File: config.mk
export PLATFORM = sky130hd
export DESIGN_NAME = spcs_top
export DESIGN_NICKNAME = d
export VERILOG_FILES = /design/src/rtl/spcs_buf2.v /design/src/rtl/spcs_top.v
export VERILOG_INCLUDE_DIRS = /design/src /design/src/include
export SDC_FILE = /design/constraint.sdc
export NUM_CORES = 1
export LEC_CHECK = 0
export BUFFER_PORTS_ARGS = -buffer_cell sky130_fd_sc_hd__buf_4
export CORE_AREA = 2 2 123 125
export DETAILED_ROUTE_END_ITERATION = 10
export DIE_AREA = 0 0 125 127
export PLACE_DENSITY = 0.58
export SLEW_MARGIN = 20
export SYNTH_ARGS = -nofsm -noshare
export SYNTH_HDL_FRONTEND = slang
export SYNTH_HIERARCHICAL = 1
export SYNTH_SLANG_ARGS = --single-unit
File: constraint.sdc
create_clock -name i_clk -period 5.93 [get_ports i_clk]
set_input_delay 0.2965 -clock i_clk [delete_from_list [all_inputs] [get_ports i_clk]]
set_output_delay 0.2965 -clock i_clk [all_outputs]
set_load 0.01 [all_outputs]
File: src/include/spcs_regs.vh
// Purpose: Register map, field positions, reset values and counts of the serial port.
// Assumes: Byte-wide register port, one register per address.
// Notes: How it works list below.
// How it works
// [RULE1] Invalid stop bit sets framing error flag.
// [RULE2] Framing error stays set until software clears.
// [RULE3] Control bit 7 is framing error or mode bit.
// [RULE4] Framing error sets even when hidden.
// [RULE5] Two mode bits pick one of four modes.
// [RULE6] Nine-bit filter needs ninth bit and address match.
// [RULE7] Eight-bit filter needs valid stop and match.
// [RULE8] Software keeps filter off in shift mode.
// [RULE9] Reception only while receive enable is set.
// [RULE10] Nine-bit frames send software ninth bit.
// [RULE11] Received ninth bit field per mode.
// [RULE12] Transmit done at bit 8 or stop start.
// [RULE13] Receive done at bit 8 or stop middle.
// [RULE14] Software clears both done flags itself.
// [RULE15] Buffer write starts transmit; reads see receive.
// [RULE16] Reception start condition depends on mode.
// [RULE17] Fixed nine-bit rate is osc/32 or osc/16.
// [RULE18] Flag writes act directly, zero clears.
// [RULE19] Done flags raise interrupt request until cleared.
`ifndef SPCS_REGS_VH
`define SPCS_REGS_VH

// ----------------------------------------
// Register offsets
// ----------------------------------------
`define SPCS_OFF_CTRL 3'h0
`define SPCS_OFF_SERIAL_BUFFER 3'h1
`define SPCS_OFF_POWER_CONTROL_REG 3'h2
`define SPCS_OFF_GADDR 3'h3
`define SPCS_OFF_BADDR 3'h4

// ----------------------------------------
// Field positions
// ----------------------------------------
`define SPCS_B_BIT7 7
`define SPCS_B_SM1 6
`define SPCS_B_FILT 5
`define SPCS_B_REN 4
`define SPCS_B_TB8 3
`define SPCS_B_RB8 2
`define SPCS_B_TI 1
`define SPCS_B_RI 0
`define SPCS_B_BAUD_DBL 7
`define SPCS_B_SEL7 6

// ----------------------------------------
// Reset values
// ----------------------------------------
`define SPCS_RST_CTRL 8'h00
`define SPCS_RST_POWER_CONTROL_REG 8'h00
`define SPCS_RST_GADDR 8'h00
`define SPCS_RST_BADDR 8'hFF

// ----------------------------------------
// Modes and counts
// ----------------------------------------
`define SPCS_MODE_SHIFT 2'h0
`define SPCS_MODE_U8 2'h1
`define SPCS_MODE_U9F 2'h2
`define SPCS_MODE_U9V 2'h3
`define SPCS_CNT_LAST 4'hF
`define SPCS_SMP_A 4'h7
`define SPCS_SMP_B 4'h8
`define SPCS_SMP_C 4'h9
`define SPCS_M0_LAST 4'h7
`define SPCS_STOP_U8 4'h9
`define SPCS_STOP_U9 4'hA

`endif

File: src/rtl/spcs_buf2.v
// Purpose: Two-entry buffer between the receiver and the receive register.
// Assumes: Single clock, synchronous active-low reset.
// Notes: Ready on the fill side is low only when both entries hold data.
`timescale 1ns/100ps
module spcs_buf2 (
  input wire i_clk,
  input wire i_rst_n,
  input wire i_valid,
  output wire o_ready,
  input wire [9:0] i_data,
  output wire o_valid,
  input wire i_ready,
  output wire [9:0] o_data
);
  reg [9:0] mem [0:1];
  reg wr_ptr;
  reg rd_ptr;
  reg [1:0] count;
  wire push;
  wire pop;

  assign o_ready = (count != 2'h2);
  assign o_valid = (count != 2'h0);
  assign o_data = mem[rd_ptr];
  assign push = i_valid & o_ready;
  assign pop = o_valid & i_ready;

  always @(posedge i_clk) begin
    if (!i_rst_n) begin
      wr_ptr <= 1'b0;
      rd_ptr <= 1'b0;
      count <= 2'h0;
    end else begin
      if (push) begin
        mem[wr_ptr] <= i_data;
        wr_ptr <= ~wr_ptr;
      end
      if (pop) begin
        rd_ptr <= ~rd_ptr;
      end
      if (push & ~pop) begin
        count <= count + 2'h1;
      end else if (pop & ~push) begin
        count <= count - 2'h1;
      end
    end
  end
endmodule // spcs_buf2

File: src/rtl/spcs_top.v
// Purpose: Control, status and frame engine of the four-mode serial port.
// Assumes: Pins and strobes synchronous to i_clk; i_t1_ovf is a one-cycle timer overflow.
// Notes: Received words pass a two-entry buffer; a full buffer holds off new receptions.
//
// Design decisions made here: strobed register access and the address map.
`timescale 1ns/100ps
`include "spcs_regs.vh"
module spcs_top (
  input wire i_clk,
  input wire i_rst_n,
  input wire [2:0] i_addr,
  input wire [7:0] i_wdata,
  input wire i_wr,
  input wire i_rd,
  output reg [7:0] o_rdata,
  input wire i_t1_ovf,
  input wire i_rxd,
  output reg o_rxd,
  output reg o_rxd_oe_n,
  output reg o_txd,
  output reg o_irq
);
  localparam ST_IDLE = 2'h0;
  localparam ST_M0 = 2'h1;
  localparam ST_UART = 2'h2;

  // ----------------------------------------
  // Registers
  // ----------------------------------------
  reg fe, sm0, sm1, filt, ren, tb8, rb8, ti, ri, baud_dbl, sel7;
  reg [7:0] gaddr, baddr, rx_data;
  wire [1:0] mode;
  wire nine, wr_ctrl, wr_serial_buffer, wr_power_control_reg, tick;

  assign mode = {sm0, sm1}; // [RULE5]
  assign nine = sm0;
  assign wr_ctrl = i_wr & (i_addr == `SPCS_OFF_CTRL);
  assign wr_serial_buffer = i_wr & (i_addr == `SPCS_OFF_SERIAL_BUFFER);
  assign wr_power_control_reg = i_wr & (i_addr == `SPCS_OFF_POWER_CONTROL_REG);

  // ----------------------------------------
  // Sample tick, sixteen per bit
  // ----------------------------------------
  reg div2, t1_half;

  // Fixed mode: osc/32 gives osc/2 ticks, osc/16 gives one tick per clock
  assign tick = (mode == `SPCS_MODE_U9F) ? (baud_dbl | div2) :
                (i_t1_ovf & (baud_dbl | t1_half)); // [RULE17]

  always @(posedge i_clk) begin
    if (!i_rst_n) begin
      div2 <= 1'b0;
      t1_half <= 1'b0;
    end else begin
      div2 <= ~div2;
      if (i_t1_ovf) begin
        t1_half <= ~t1_half;
      end
    end
  end

  // ----------------------------------------
  // Transmitter
  // ----------------------------------------
  reg [1:0] tx_state;
  reg [10:0] tx_frame;
  reg [3:0] tx_bitn, tx_cnt, tx_last;
  reg tx_ph, ti_set;

  always @(posedge i_clk) begin
    if (!i_rst_n) begin
      tx_state <= ST_IDLE;
      tx_frame <= 11'h7FF;
      tx_bitn <= 4'h0;
      tx_cnt <= 4'h0;
      tx_last <= `SPCS_STOP_U8;
      tx_ph <= 1'b0;
      ti_set <= 1'b0;
    end else begin
      ti_set <= 1'b0;
      if (wr_serial_buffer) begin
        tx_frame <= {1'b1, (nine ? tb8 : 1'b1), i_wdata, 1'b0}; // [RULE10] [RULE15]
        tx_last <= nine ? `SPCS_STOP_U9 : `SPCS_STOP_U8;
        tx_bitn <= 4'h0;
        tx_cnt <= 4'h0;
        tx_ph <= 1'b0;
        tx_state <= (mode == `SPCS_MODE_SHIFT) ? ST_M0 : ST_UART;
      end else begin
        case (tx_state)
          ST_M0: begin
            tx_ph <= ~tx_ph;
            if (tx_ph) begin
              if (tx_bitn == `SPCS_M0_LAST) begin
                ti_set <= 1'b1; // [RULE12]
                tx_state <= ST_IDLE;
              end else begin
                tx_bitn <= tx_bitn + 4'h1;
              end
            end
          end
          ST_UART: begin
            if (tick) begin
              if (tx_cnt == `SPCS_CNT_LAST) begin
                tx_cnt <= 4'h0;
                if (tx_bitn == tx_last) begin
                  tx_state <= ST_IDLE;
                end else begin
                  tx_bitn <= tx_bitn + 4'h1;
                  if (tx_bitn + 4'h1 == tx_last) begin
                    ti_set <= 1'b1; // [RULE12]
                  end
                end
              end else begin
                tx_cnt <= tx_cnt + 4'h1;
              end
            end
          end
          default: tx_state <= ST_IDLE;
        endcase
      end
    end
  end

  // ----------------------------------------
  // Receiver
  // ----------------------------------------
  reg [1:0] rx_state;
  reg [3:0] rx_bitn, rx_cnt;
  reg rx_ph, rx_ninth, s7, s8, rx_prev, rx_push, fe_set;
  reg [7:0] rx_byte;
  reg [9:0] rx_push_data;
  wire maj, match, buf_in_ready, buf_valid, pop;
  wire [3:0] rx_stop;
  wire [9:0] buf_data;

  assign maj = (s7 & s8) | (s7 & i_rxd) | (s8 & i_rxd);
  assign match = (rx_byte == gaddr) | (rx_byte == baddr);
  assign rx_stop = nine ? `SPCS_STOP_U9 : `SPCS_STOP_U8;

  always @(posedge i_clk) begin
    if (!i_rst_n) begin
      rx_state <= ST_IDLE;
      rx_bitn <= 4'h0;
      rx_cnt <= 4'h0;
      rx_ph <= 1'b0;
      rx_byte <= 8'h00;
      rx_ninth <= 1'b0;
      s7 <= 1'b1;
      s8 <= 1'b1;
      rx_prev <= 1'b1;
      rx_push <= 1'b0;
      rx_push_data <= 10'h000;
      fe_set <= 1'b0;
    end else begin
      rx_prev <= i_rxd;
      rx_push <= 1'b0;
      fe_set <= 1'b0;
      case (rx_state)
        ST_IDLE: begin
          rx_bitn <= 4'h0;
          rx_cnt <= 4'h0;
          rx_ph <= 1'b0;
          // Empty buffer keeps a finished word from being overrun by the next one
          if (ren && mode == `SPCS_MODE_SHIFT && !ri && !buf_valid &&
              tx_state == ST_IDLE) begin
            rx_state <= ST_M0; // [RULE16] [RULE9]
          end else if (ren && mode != `SPCS_MODE_SHIFT && rx_prev && !i_rxd &&
                       buf_in_ready) begin
            rx_state <= ST_UART; // [RULE16] [RULE9]
          end
        end
        ST_M0: begin
          rx_ph <= ~rx_ph;
          if (!ren) begin
            rx_state <= ST_IDLE; // [RULE9]
          end else if (rx_ph) begin
            rx_byte <= {i_rxd, rx_byte[7:1]};
            rx_bitn <= rx_bitn + 4'h1;
            if (rx_bitn == `SPCS_M0_LAST) begin
              rx_push <= 1'b1; // [RULE13]
              rx_push_data <= {2'h0, i_rxd, rx_byte[7:1]}; // [RULE11]
              rx_state <= ST_IDLE;
            end
          end
        end
        ST_UART: begin
          if (!ren) begin
            rx_state <= ST_IDLE; // [RULE9]
          end else if (tick) begin
            rx_cnt <= rx_cnt + 4'h1;
            if (rx_cnt == `SPCS_CNT_LAST) begin
              rx_bitn <= rx_bitn + 4'h1;
            end
            if (rx_cnt == `SPCS_SMP_A) begin
              s7 <= i_rxd;
            end
            if (rx_cnt == `SPCS_SMP_B) begin
              s8 <= i_rxd;
            end
            if (rx_cnt == `SPCS_SMP_C) begin
              if (rx_bitn == 4'h0) begin
                if (maj) begin
                  rx_state <= ST_IDLE;
                end
              end else if (rx_bitn == rx_stop) begin
                fe_set <= ~maj; // [RULE1] [RULE4]
                rx_state <= ST_IDLE;
                if (!nine) begin
                  rx_push <= ~filt | (maj & match); // [RULE7] [RULE13]
                  rx_push_data <= {1'b1, maj, rx_byte}; // [RULE11]
                end else begin
                  rx_push <= ~filt | (rx_ninth & match); // [RULE6] [RULE13]
                  rx_push_data <= {1'b1, rx_ninth, rx_byte}; // [RULE11]
                end
              end else if (rx_bitn == `SPCS_STOP_U8) begin
                rx_ninth <= maj;
              end else begin
                rx_byte <= {maj, rx_byte[7:1]};
              end
            end
          end
        end
        default: rx_state <= ST_IDLE;
      endcase
    end
  end

  // Buffer drains only while the receive-done flag is clear
  assign pop = buf_valid & ~ri;

  spcs_buf2 u_buf (
    .i_clk(i_clk),
    .i_rst_n(i_rst_n),
    .i_valid(rx_push),
    .o_ready(buf_in_ready),
    .i_data(rx_push_data),
    .o_valid(buf_valid),
    .i_ready(~ri),
    .o_data(buf_data)
  );

  // ----------------------------------------
  // Software registers
  // ----------------------------------------
  always @(posedge i_clk) begin
    if (!i_rst_n) begin
      {fe, sm1, filt, ren, tb8, rb8, ti, ri} <= `SPCS_RST_CTRL;
      sm0 <= 1'b0;
      {baud_dbl, sel7} <= 2'h0;
      gaddr <= `SPCS_RST_GADDR;
      baddr <= `SPCS_RST_BADDR;
      rx_data <= 8'h00;
    end else begin
      if (wr_ctrl) begin
        if (sel7) begin
          fe <= i_wdata[`SPCS_B_BIT7]; // [RULE3] [RULE18] [RULE2]
        end else begin
          sm0 <= i_wdata[`SPCS_B_BIT7]; // [RULE3]
        end
        sm1 <= i_wdata[`SPCS_B_SM1];
        filt <= i_wdata[`SPCS_B_FILT];
        ren <= i_wdata[`SPCS_B_REN];
        tb8 <= i_wdata[`SPCS_B_TB8];
        rb8 <= i_wdata[`SPCS_B_RB8];
        ti <= i_wdata[`SPCS_B_TI]; // [RULE18]
        ri <= i_wdata[`SPCS_B_RI]; // [RULE18]
      end
      if (wr_power_control_reg) begin
        baud_dbl <= i_wdata[`SPCS_B_BAUD_DBL];
        sel7 <= i_wdata[`SPCS_B_SEL7];
      end
      if (i_wr && i_addr == `SPCS_OFF_GADDR) begin
        gaddr <= i_wdata;
      end
      if (i_wr && i_addr == `SPCS_OFF_BADDR) begin
        baddr <= i_wdata;
      end
      // Hardware sets come last so they win over a clear in the same cycle
      if (fe_set) begin
        fe <= 1'b1; // [RULE1] [RULE2]
      end
      if (ti_set) begin
        ti <= 1'b1; // [RULE12]
      end
      if (pop) begin
        rx_data <= buf_data[7:0]; // [RULE15]
        ri <= 1'b1; // [RULE13]
        if (buf_data[9]) begin
          rb8 <= buf_data[8]; // [RULE11]
        end
      end
    end
  end

  // ----------------------------------------
  // Read port and pins
  // ----------------------------------------
  always @(posedge i_clk) begin
    if (!i_rst_n) begin
      o_rdata <= 8'h00;
      o_irq <= 1'b0;
      o_txd <= 1'b1;
      o_rxd <= 1'b1;
      o_rxd_oe_n <= 1'b1;
    end else begin
      o_irq <= ti | ri; // [RULE19]
      o_rdata <= 8'h00;
      if (i_rd) begin
        case (i_addr)
          `SPCS_OFF_CTRL: o_rdata <= {(sel7 ? fe : sm0), sm1, filt, ren,
                                      tb8, rb8, ti, ri}; // [RULE3]
          `SPCS_OFF_SERIAL_BUFFER: o_rdata <= rx_data; // [RULE15]
          `SPCS_OFF_POWER_CONTROL_REG: o_rdata <= {baud_dbl, sel7, 6'h00};
          `SPCS_OFF_GADDR: o_rdata <= gaddr;
          `SPCS_OFF_BADDR: o_rdata <= baddr;
          default: o_rdata <= 8'h00;
        endcase
      end
      // Shift clock falls as each bit appears and rises mid-bit, so the far side
      // samples settled data on its rising edge
      if (tx_state == ST_M0) begin
        o_txd <= tx_ph; // [RULE5]
        o_rxd <= tx_frame[tx_bitn + 4'h1];
        o_rxd_oe_n <= 1'b0;
      end else if (rx_state == ST_M0) begin
        o_txd <= rx_ph;
        o_rxd <= 1'b1;
        o_rxd_oe_n <= 1'b1;
      end else if (tx_state == ST_UART) begin
        o_txd <= tx_frame[tx_bitn];
        o_rxd <= 1'b1;
        o_rxd_oe_n <= 1'b1;
      end else begin
        o_txd <= 1'b1;
        o_rxd <= 1'b1;
        o_rxd_oe_n <= 1'b1;
      end
    end
  end
endmodule // spcs_top

# ---- Yosys cells after proc, flatten, opt, wreduce, memory -nomap -nowiden
# Memories as Yosys holds them, arrays and structs flattened. A register that Yosys moved wholly into a read port is not among the register bits.
# Index checks and enable logic that the tools add are counted.
dict set report word_totals {
  register_bits 114
  ramBits 20
  inputBits 17
  output_inout_bits 12
  elab_cells 293
  memories 1
}
dict set report classes {
  addsub 6
  n_lt_le_gt_ge 2
  n_eq_ne 51
  mux 103
  bitwise 40
  n_reduce_logical 47
}
# memory words width read_ports rd_clocked_by_memory_dff wr line_no
set memory_table {}
lappend memory_table {u_buf.mem 2 10 1 1 1 spcs_buf2.v:15} ;# reg [9:0] mem [0:1];
# operator count
set ops {}
lappend ops {{10-bit 2-to-1 mux} 8}
lappend ops {{8-bit 2-to-1 mux} 8}
lappend ops {{4-bit 2-to-1 mux} 13}
lappend ops {{2-bit 2-to-1 mux} 21}
lappend ops {{8-bit one-hot mux with 5 select lines} 1}
lappend ops {{1-bit 2-to-1 mux} 39}
lappend ops {{2-bit != test, second input constant} 17}
lappend ops {{3-bit != test, second input constant} 10}
lappend ops {{2-bit nonzero test} 11}
lappend ops {{4-bit equality test, second input constant} 5}
lappend ops {{10-bit one-hot mux with 2 select lines} 1}
lappend ops {{1-bit NOT} 19}
lappend ops {{9-bit AND reduction} 2}
lappend ops {{4-bit by 1-bit adder with 4-bit output, second input constant} 4}
lappend ops {{8-bit equality test} 2}
lappend ops {{4-bit one-hot mux with 2 select lines} 2}
lappend ops {{8-bit one-hot mux with 2 select lines} 1}
lappend ops {{7-bit AND reduction} 2}
lappend ops {{1-bit bitwise AND} 13}
lappend ops {{4-bit by 3-bit equality test with 1-bit output, second input constant} 3}
lappend ops {{4-bit equality test} 3}
lappend ops {{4-bit one-hot mux with 3 select lines} 1}
lappend ops {{6-bit AND reduction} 2}
lappend ops {{1-bit logical AND} 10}
lappend ops {{26 further kinds} 51}

# ---- Depth between registers and ports, before layout
# Gate-level depths: netlist of the first run.
dict set report depth {
  depth_word 12
  mapped_depth 8
  mapped_depth_nobuf 7
}

# ---- Modules after synthesis
# The synthesis of the first run kept the hierarchy.
# module instances cells_per_inst area_per_inst_um2 seq_area_each_um2
set by_module_without_submodules {}
lappend by_module_without_submodules {spcs_top 1 635 5501.5 2162.1}
lappend by_module_without_submodules {spcs_buf2 1 58 957.2 700.7}

# ---- Worst setup path before layout of the first run
# No wires, ideal clock.
dict set report synth_path {
  kind {flip-flop to flip-flop}
  from {register tx_bitn[0]}
  to {register o_rxd}
  setup_ps 127
  arrival_time_ps 1965
  t_required_ps 5803
  slack_ps 3838
  path_stages_with_launch 7
  path_buffers 1
  path_cell_list {dfxtp_1 > ha_1 > clkbuf_1 > mux4_2 > a32oi_1 > mux2i_1 > or3_1}
}
dict set report synth_between {
  elab_chain_cells 3
}
# item line_no
set synth_rtl {}
lappend synth_rtl {{from (decl)} spcs_top.v:67} ;# reg [3:0] tx_bitn, tx_cnt, tx_last;
lappend synth_rtl {{from (signal assigned)} spcs_top.v:97} ;# tx_bitn <= tx_bitn + 4'h1;
lappend synth_rtl {{from (signal assigned)} spcs_top.v:108} ;# tx_bitn <= tx_bitn + 4'h1;
lappend synth_rtl {{4-bit by 1-bit adder with 4-bit output} spcs_top.v:323} ;# o_rxd <= tx_frame[tx_bitn + 4'h1];
lappend synth_rtl {{1-bit binary-select mux with 4-bit select} spcs_top.v:323}
lappend synth_rtl {{1-bit 2-to-1 mux (implied by the code)} spcs_top.v:323}
lappend synth_rtl {{to (signal assigned)} spcs_top.v:323}
lappend synth_rtl {{to (decl)} spcs_top.v:18} ;# output reg o_rxd,
# Every way passes these cells. The select of a mux whose other input is x is not followed.
# A chain may end at the register's enable or synchronous reset.

# ---- Worst setup path in the final report of the first run
dict set report layout_path {
  from {register rx_state[0]}
  to {register rx_push_data[2]}
}
dict set report layout_between {
  elab_chain_cells 3
}
# item line_no
set layout_rtl {}
lappend layout_rtl {{from (decl)} spcs_top.v:127} ;# reg [1:0] rx_state;
lappend layout_rtl {{from (signal assigned)} spcs_top.v:142} ;# rx_state <= ST_IDLE;
lappend layout_rtl {{from (signal assigned)} spcs_top.v:166} ;# rx_state <= ST_M0;
lappend layout_rtl {{from (signal assigned)} spcs_top.v:169} ;# rx_state <= ST_UART;
lappend layout_rtl {{2-bit equality test or 2-bit by 1-bit equality test with 1-bit output (tied branches)} spcs_top.v:158} ;# case (rx_state)
lappend layout_rtl {{2-bit != test (no line) or 2-bit nonzero test (tied branches)} n/a}
lappend layout_rtl {{9-bit AND reduction (no line)} n/a}
lappend layout_rtl {{to (signal assigned)} spcs_top.v:181} ;# rx_push_data <= {2'h0, i_rxd, rx_byte[7:1]};
lappend layout_rtl {{to (signal assigned)} spcs_top.v:210} ;# rx_push_data <= {1'b1, maj, rx_byte};
lappend layout_rtl {{to (signal assigned)} spcs_top.v:213} ;# rx_push_data <= {1'b1, rx_ninth, rx_byte};
lappend layout_rtl {{to (decl)} spcs_top.v:131} ;# reg [9:0] rx_push_data;
# Several ways; a longest one is shown, not always the timed one.

==> results.json, run 1 <==
{
  "slowest_stage": "ha_1",
  "synth.top_cells.by_area": "dfxtp_1, edfxtp_1, nand2_1, mux2i_1, xnor2_1",
  "holdPathStages": 2,
  "pre_cts_ws_ns": 3.39,
  "crit_path_max_fanout": 23,
  "power_mw": 2.42,
  "io_pins": 29,
  "wl_um": 15300,
  "synthesis.area_sq_um": 6460,
  "drt_iter0_markers": 372,
  "rsz0062_at_grt": "no",
  "clkTransAtPathRegs_ns": 0.06,
  "post-cts-setup-buffers": 0,
  "drc": 0,
  "cts_tree": "done",
  "synth.avg_cell_area_sq_um": 9.32,
  "routabilityCongestion": 0.865,
  "critPathKind": "reg -> reg",
  "syn_to_final_growth_pct": 13.6,
  "slowest_delay_ns": 0.79,
  "die_x_um": 125,
  "cp_cell_sequence": "inv_1 -> ha_1 -> nor2b_1 -> o21ai_0 -> a21oi_1 -> nand3_1 -> o211a_1",
  "syn_nets": 726,
  "max_cap_violations": 0,
  "yosys-top-cells-count": "nand2_1, dfxtp_1, nor2_1",
  "drive_gt1_frac": 0.132,
  "fmax_ghz": 0.383,
  "final_area_sq_um": 7340,
  "grt_overflow": 0,
  "ys_warn_count": 6,
  "yosysSeqAreaShare": 0.443,
  "outcome": "finished, final reports clean",
  "final_max_slew_viol_count": 0,
  "diodes": 0,
  "wl_per_cell_um": 16.9,
  "yosys.area.top_type": "dfxtp_1",
  "ys_types": 71,
  "hold_ws_ns": 0.112,
  "port_buffers": 28,
  "skew_ns": 0.00495,
  "tightest_slew_ns": 0.954,
  "row_count": 44,
  "coreArea_sq_um": 14400,
  "fin_setup_tns_ns": 0,
  "m1WireLength_um": 7410,
  "clk-insertion-delay-late_ns": 0.42,
  "wl_met3_um": 628,
  "ir_drop_uv": 225,
  "worstSetupEndpointType": "flop",
  "start_util": 0.448,
  "fillCellCount": 1329,
  "clockRootBuffer": "clkbuf_16",
  "r2r-end": "rx_push_data[2]$_SDFFE_PN0P_",
  "fin_cells": 905,
  "dpl.cell_count": 873,
  "htree_levels": 4,
  "min_from": "i_rxd",
  "cts_hold_buf": 0,
  "power_density_nw_per_um2": 330,
  "via_count": 5030,
  "cp.required_ns": 6.24,
  "synth_edf_count": 20,
  "holdPathEnd": "rx_prev$_SDFF_PN1_",
  "place_hpwl_um": 10800,
  "worstRegToRegCells": 7,
  "numCtsBuffers": 17,
  "max_slew_margin": 0.364,
  "leakage_nw": 2.78,
  "antenna_found_initial": 0,
  "post_cts_resized": 0,
  "cts_buffer_depth": 2,
  "async_flop_share": 0,
  "setup_ws_ns": 3.32,
  "wl_met2_um": 7040,
  "yosysTopAreaCellShare": 0.350,
  "r2r_slack_ns": 3.32,
  "cts.sinks": 133,
  "fin_util": 0.509,
  "fin_crit_sh": 0.441,
  "placed_cell_area_sq_um": 6750,
  "hold_class": "in -> reg",
  "ys_dominant_reg_cell": "dfxtp_1",
  "finalCriticalPeriod_ns": 2.61,
  "grt_start_max_net_pins": 68,
  "synth.ff_latch_count": 133,
  "highest_layer": "met4",
  "postRouteAntennaNets": 0,
  "final_nets": 741,
  "viasPerCell": 5.56,
  "die_h_um": 127,
  "startpoint_type": "flop",
  "drtPass1Iterations": 5,
  "grt_pass1_wl_um": 24900,
  "worst-endpoint-arrival_ns": 2.93,
  "synthCells": 693,
  "dieArea_sq_um": 15900,
  "grtUsageTotal": 0.199,
  "rr_startpoint": "rx_state[0]$_SDFFE_PN0P_",
  "final_hold_viol_count": 0,
  "grt_pass1_vias": 4747,
  "setup_viol": 0,
  "yosysMostFrequentCell": "nand2_1"
}
per-layer routing:
layer,track usage,vias to the layer above
met5,0,-
met4,0.0745,0
met3,0.0461,20
met2,0.311,104
met1,0.269,2415
li1,-,2491
cell usage in the layout (no fill, tap or decap), types with 4 or more instances in the layout:
cell       netlist  final
a21boi_0        12     12
a21boi_1         4      4
a21o_1           5      5
a21oi_1         28     28
a2bb2oi_1        6      6
a31oi_1          9      9
and2_1           6      6
and3_1           7      7
and3b_1          4      4
buf_4            0     30
clkbuf_16        0     17
clkinv_2         0      5
dfxtp_1        113    113
edfxtp_1        20     20
ha_1            16     16
inv_1           19     19
mux2_2          12     12
mux2i_1         36     36
mux4_2           4      4
nand2_1        120    120
nand2b_1         7      7
nand3_1         39     39
nand4_1         10     10
nand4b_1         5      5
nor2_1          50     50
nor2b_1          9      9
nor3_1           4      4
o211a_1          9      9
o21ai_0         16     16
or3_1            7      7
xnor2_1         23     23
xor2_1           6      6
where the power goes:
group	switching, mW	internal [mW]
Sequential	0.0451	0.959
Combinational	0.213	0.160
Clock	0.381	0.666
Total	0.640	1.78
worst max-delay path, delay by kind of cell, from the launching register on:
kind                     cells  cell delay (ns)
AO/OA/AOI/OAI                3             0.84
adder cells (fa/ha/maj)      1             0.79
buffers and inverters        1             0.10
flip-flops                   1             0.34
AND/OR/NAND/NOR              2             0.42
final cells by class:
class,count,area [sq um],share of cell area
clock buffers,21,450,0.0614
clock inverters,11,134,0.0182
inverters,19,71.3,0.00972
multi-input cells,507,3360,0.458
flip-flops and latches,133,2860,0.390
well taps,184,230,0.0314
repair buffers,30,225,0.0307
cell families after synthesis:
family                     after synthesis  synth area share
and+or+nand+nor                        284             0.213
buffers and inverters                   53            0.0358
xor gates and xnor gates                29            0.0393
muxes                                   52            0.0907
AOI/OAI and AO/OA                      125             0.145
DFF                                    133             0.443
adders and majority gates               17            0.0327
sequential cells by signal, summed over array words and instances (netlist names), 2 cells and up, named ones only:
signal,flops
baddr,8
gaddr,8
o_rdata,8
rx_bitn,4
rx_byte,8
rx_cnt,4
rx_data,8
rx_push_data,10
rx_state,2
tx_bitn,4
tx_cnt,4
tx_frame,10
tx_last,2
tx_state,2
u_buf/count,2
u_buf/mem,20
worst max-delay path by stage:
stage | from | to | cells after the start
after floorplan | tx_bitn[0]$_SDFFE_PP0P_ | o_rxd$_SDFF_PN1_ | 6
after global placement | rx_state[0]$_SDFFE_PN0P_ | rx_push_data[5]$_SDFFE_PN0P_ | 7
after detailed placement | rx_state[0]$_SDFFE_PN0P_ | rx_push_data[2]$_SDFFE_PN0P_ | 7
after CTS | rx_state[0]$_SDFFE_PN0P_ | s7$_SDFFE_PN1P_ | 7
after global routing | rx_state[0]$_SDFFE_PN0P_ | rx_push_data[2]$_SDFFE_PN0P_ | 7
final | rx_state[0]$_SDFFE_PN0P_ | rx_push_data[2]$_SDFFE_PN0P_ | 7
Power figures use the tool's default switching activity.
==> inputs of run 2 (changes only) <==
Settings changed: ABC_AREA set to 1.
Clock period 5.93 ns to 2.55 ns, I/O delays scaled along.
==> run 2 against run 1 <==
Non-clock buffer count rose by 15. Sequential power grew to 2.7 times the previous value. Total power grew to 3.0 times the previous value. Critical path type unchanged. Critical endpoint is now rx_bitn[1]$_SDFFE_PN0P_.
==> results.json, run 2 <==
{
  "wl_um": 16300,
  "cp_cell_sequence": "inv_1 -> ha_1 -> inv_1 -> nor2_1 -> nor4_1 -> nand2_1 -> o21ai_0 -> nor2_1",
  "fillCellCount": 1401,
  "finalCriticalPeriod_ns": 2.00,
  "syn_to_final_growth_pct": 16.7,
  "min_from": "i_rst_n",
  "clockRootBuffer": "clkbuf_16",
  "hold_class": "in -> reg",
  "yosysMostFrequentCell": "nand2_1",
  "cts.sinks": 133,
  "fin_crit_sh": 0.785,
  "start_util": 0.447,
  "coreArea_sq_um": 14400,
  "holdPathEnd": "rx_prev$_SDFF_PN1_",
  "max_cap_violations": 0,
  "yosysTopAreaCellShare": 0.351,
  "worstSetupEndpointType": "flop",
  "regMostFlops": "u_buf/mem",
  "power_density_nw_per_um2": 956,
  "synth.top_cells.by_area": "dfxtp_1, nand2_1, edfxtp_1, nor2_1, inv_1",
  "place_hpwl_um": 11800,
  "final_nets": 912,
  "crit_path_max_fanout": 9,
  "grt_overflow": 0,
  "numCtsBuffers": 17,
  "skew_ns": 0.0126,
  "synth.avg_cell_area_sq_um": 7.68,
  "cp.buffers_inverters": 2,
  "final_max_slew_viol_count": 0,
  "async_flop_share": 0,
  "postRouteAntennaNets": 0,
  "htree_levels": 4,
  "dieArea_sq_um": 15900,
  "grtUsageTotal": 0.209,
  "outcome": "finished, final reports clean",
  "synthCells": 840,
  "p_comb_frac": 0.274,
  "diodes": 0,
  "layout_commonest_cell": "nand2_1",
  "ys_types": 50,
  "row_count": 44,
  "fin_setup_tns_ns": 0,
  "clkTransAtPathRegs_ns": 0.06,
  "r2r-end": "rx_bitn[1]$_SDFFE_PN0P_",
  "viasPerCell": 5.20,
  "via_count": 5600,
  "reg_top3": "u_buf/mem (20), rx_push_data (10), tx_frame (10)",
  "crit_family": "simple AND/OR/NAND/NOR gates",
  "synthesis.area_sq_um": 6450,
  "switchingPower_mw": 2.47,
  "synth.ff_latch_count": 133,
  "final_hold_viol_count": 0,
  "max_slew_margin": 0.620,
  "ys_dominant_reg_cell": "dfxtp_1",
  "worst-endpoint-arrival_ns": 2.31,
  "internal-power_mw": 4.73,
  "r2r_slack_ns": 0.55,
  "ys_warn_count": 6,
  "rsz0062_at_grt": "no",
  "grt_pass1_wl_um": 26300,
  "rr_startpoint": "rx_state[0]$_SDFFE_PN0P_",
  "tightest_slew_ns": 0.568,
  "antenna_found_initial": 0,
  "cp.required_ns": 2.86,
  "largest_reg_flops": 20,
  "drt_iter0_markers": 360,
  "wl_per_cell_um": 15.1,
  "fmax_ghz": 0.499,
  "yosys-top-cells-count": "nand2_1, dfxtp_1, nor2_1",
  "drc": 0,
  "synth_edf_count": 20,
  "routabilityCongestion": 0.906,
  "startpoint_type": "flop",
  "slowest_delay_ns": 0.38,
  "seqPwrFrac": 0.371,
  "yosysSeqAreaShare": 0.444,
  "holdPathStages": 2,
  "die_x_um": 125,
  "worstRegToRegCells": 8,
  "syn_nets": 873,
  "leakage_nw": 3.19,
  "drive_gt1_frac": 0.138,
  "clk-insertion-delay-late_ns": 0.42,
  "yosys.area.top_type": "dfxtp_1",
  "hold_ws_ns": 0.0802,
  "die_h_um": 127,
  "grt_start_max_net_pins": 45,
  "swShare": 0.343,
  "critPathKind": "reg -> reg",
  "io_pins": 29,
  "grt_pass1_vias": 5388,
  "port_buffers": 28,
  "most-common-layout-cells": "nand2_1, dfxtp_1, nor2_1",
  "cts_buffer_depth": 2,
  "slowest_stage": "dfxtp_1",
  "ir_drop_uv": 564,
  "clkPwrFrac": 0.354,
  "cts_tree": "done",
  "setup_viol": 0,
  "drtPass1Iterations": 5
}
-- run 2: cell count changes after synthesis, sizes merged, moves of 11 or more --
cell,previous run,this run
o21ai,18,57
nor2,51,127
xnor2,23,11
a21oi,30,53
inv,19,106
nand2,120,176
o211ai,2,17
clkbuf,26,12
mux2i,36,0
a21boi,16,0
nand3,39,50
-- run 2: how the worst max path moves through the flow --
| stage | from | endpoint | slack [ns] | cells after the start |
|---|---|---|---|---|
| 6_report | rx_state[0]$_SDFFE_PN0P_ | rx_bitn[1]$_SDFFE_PN0P_ | 0.55 | 8 |
| 5_1_grt | rx_state[0]$_SDFFE_PN0P_ | rx_bitn[1]$_SDFFE_PN0P_ | 0.42 | 8 |
| 4_1_cts | rx_state[0]$_SDFFE_PN0P_ | rx_bitn[1]$_SDFFE_PN0P_ | 0.59 | 8 |
| 3_5_place_dp | rx_state[0]$_SDFFE_PN0P_ | rx_bitn[1]$_SDFFE_PN0P_ | 0.60 | 8 |
| 3_3_place_gp | rx_state[0]$_SDFFE_PN0P_ | rx_byte[7]$_SDFFE_PN0P_ | 0.69 | 9 |
| 2_1_floorplan | rx_state[0]$_SDFFE_PN0P_ | rx_bitn[1]$_SDFFE_PN0P_ | 0.84 | 9 |
-- run 2: power by group through the flow --
stage / Sequential [mW] / Clock (mW) / Combinational [mW]
after floorplan: 2.61 / 0 / 1.60
after global placement: 2.70 / 0 / 1.91
after detailed placement: 2.71 / 0 / 1.96
after CTS: 2.67 / 2.60 / 1.98
after global routing: 2.71 / 2.70 / 2.22
final: 2.67 / 2.55 / 1.98
-- run 2: repair_timing --
action,4_1_cts,5_1_grt
setup buffers,0,0
setup endpoints to repair,0,0
gates resized for setup,0,0
hold buffers,10,0
endpoints found under the hold margin,19,0
-- run 2: kinds of logic (layout without fill, tap and decap cells) --
| group | Yosys count | in the layout | synth area share |
|---|---|---|---|
| adders and majority gates | 16 | 16 | 0.0310 |
| xor gates and xnor gates | 14 | 14 | 0.0190 |
| and+or+nand+nor | 377 | 377 | 0.262 |
| AOI/OAI and AO/OA | 157 | 157 | 0.143 |
| muxes | 10 | 10 | 0.0175 |
| buffers and inverters | 133 | 185 | 0.0842 |
| DFF | 133 | 133 | 0.444 |
-- run 2: layout make-up --
type,instances,area [sq um],area share
Sequential cell,133,2860,0.380
Multi-Input combinational cell,574,3050,0.405
Timing Repair Buffer,45,363,0.0482
Inverter,108,407,0.0540
Tap cell,184,230,0.0306
Clock inverter,11,148,0.0196
Clock buffer,21,472,0.0627
-- run 2: metrics by stage --
step                       util  cells  area (sq um)  power, mW  worst slack [ns]
after floorplan               -    840          6450       4.21             0.840
after global placement    0.472   1034          6810       4.61             0.691
after detailed placement  0.472   1034          6810       4.67             0.601
after CTS                 0.522   1076          7530       7.26             0.585
after global routing      0.522   1076          7530       7.63             0.423
final                     0.522   1076          7530       7.20             0.547
-- run 2: per-layer routing --
metal | part of all wire | GRT usage
met1 | 0.45 | 0.251
met2 | 0.49 | 0.364
met3 | 0.039 | 0.0410
met4 | 0.023 | 0.0961
met5 | 0 | 0
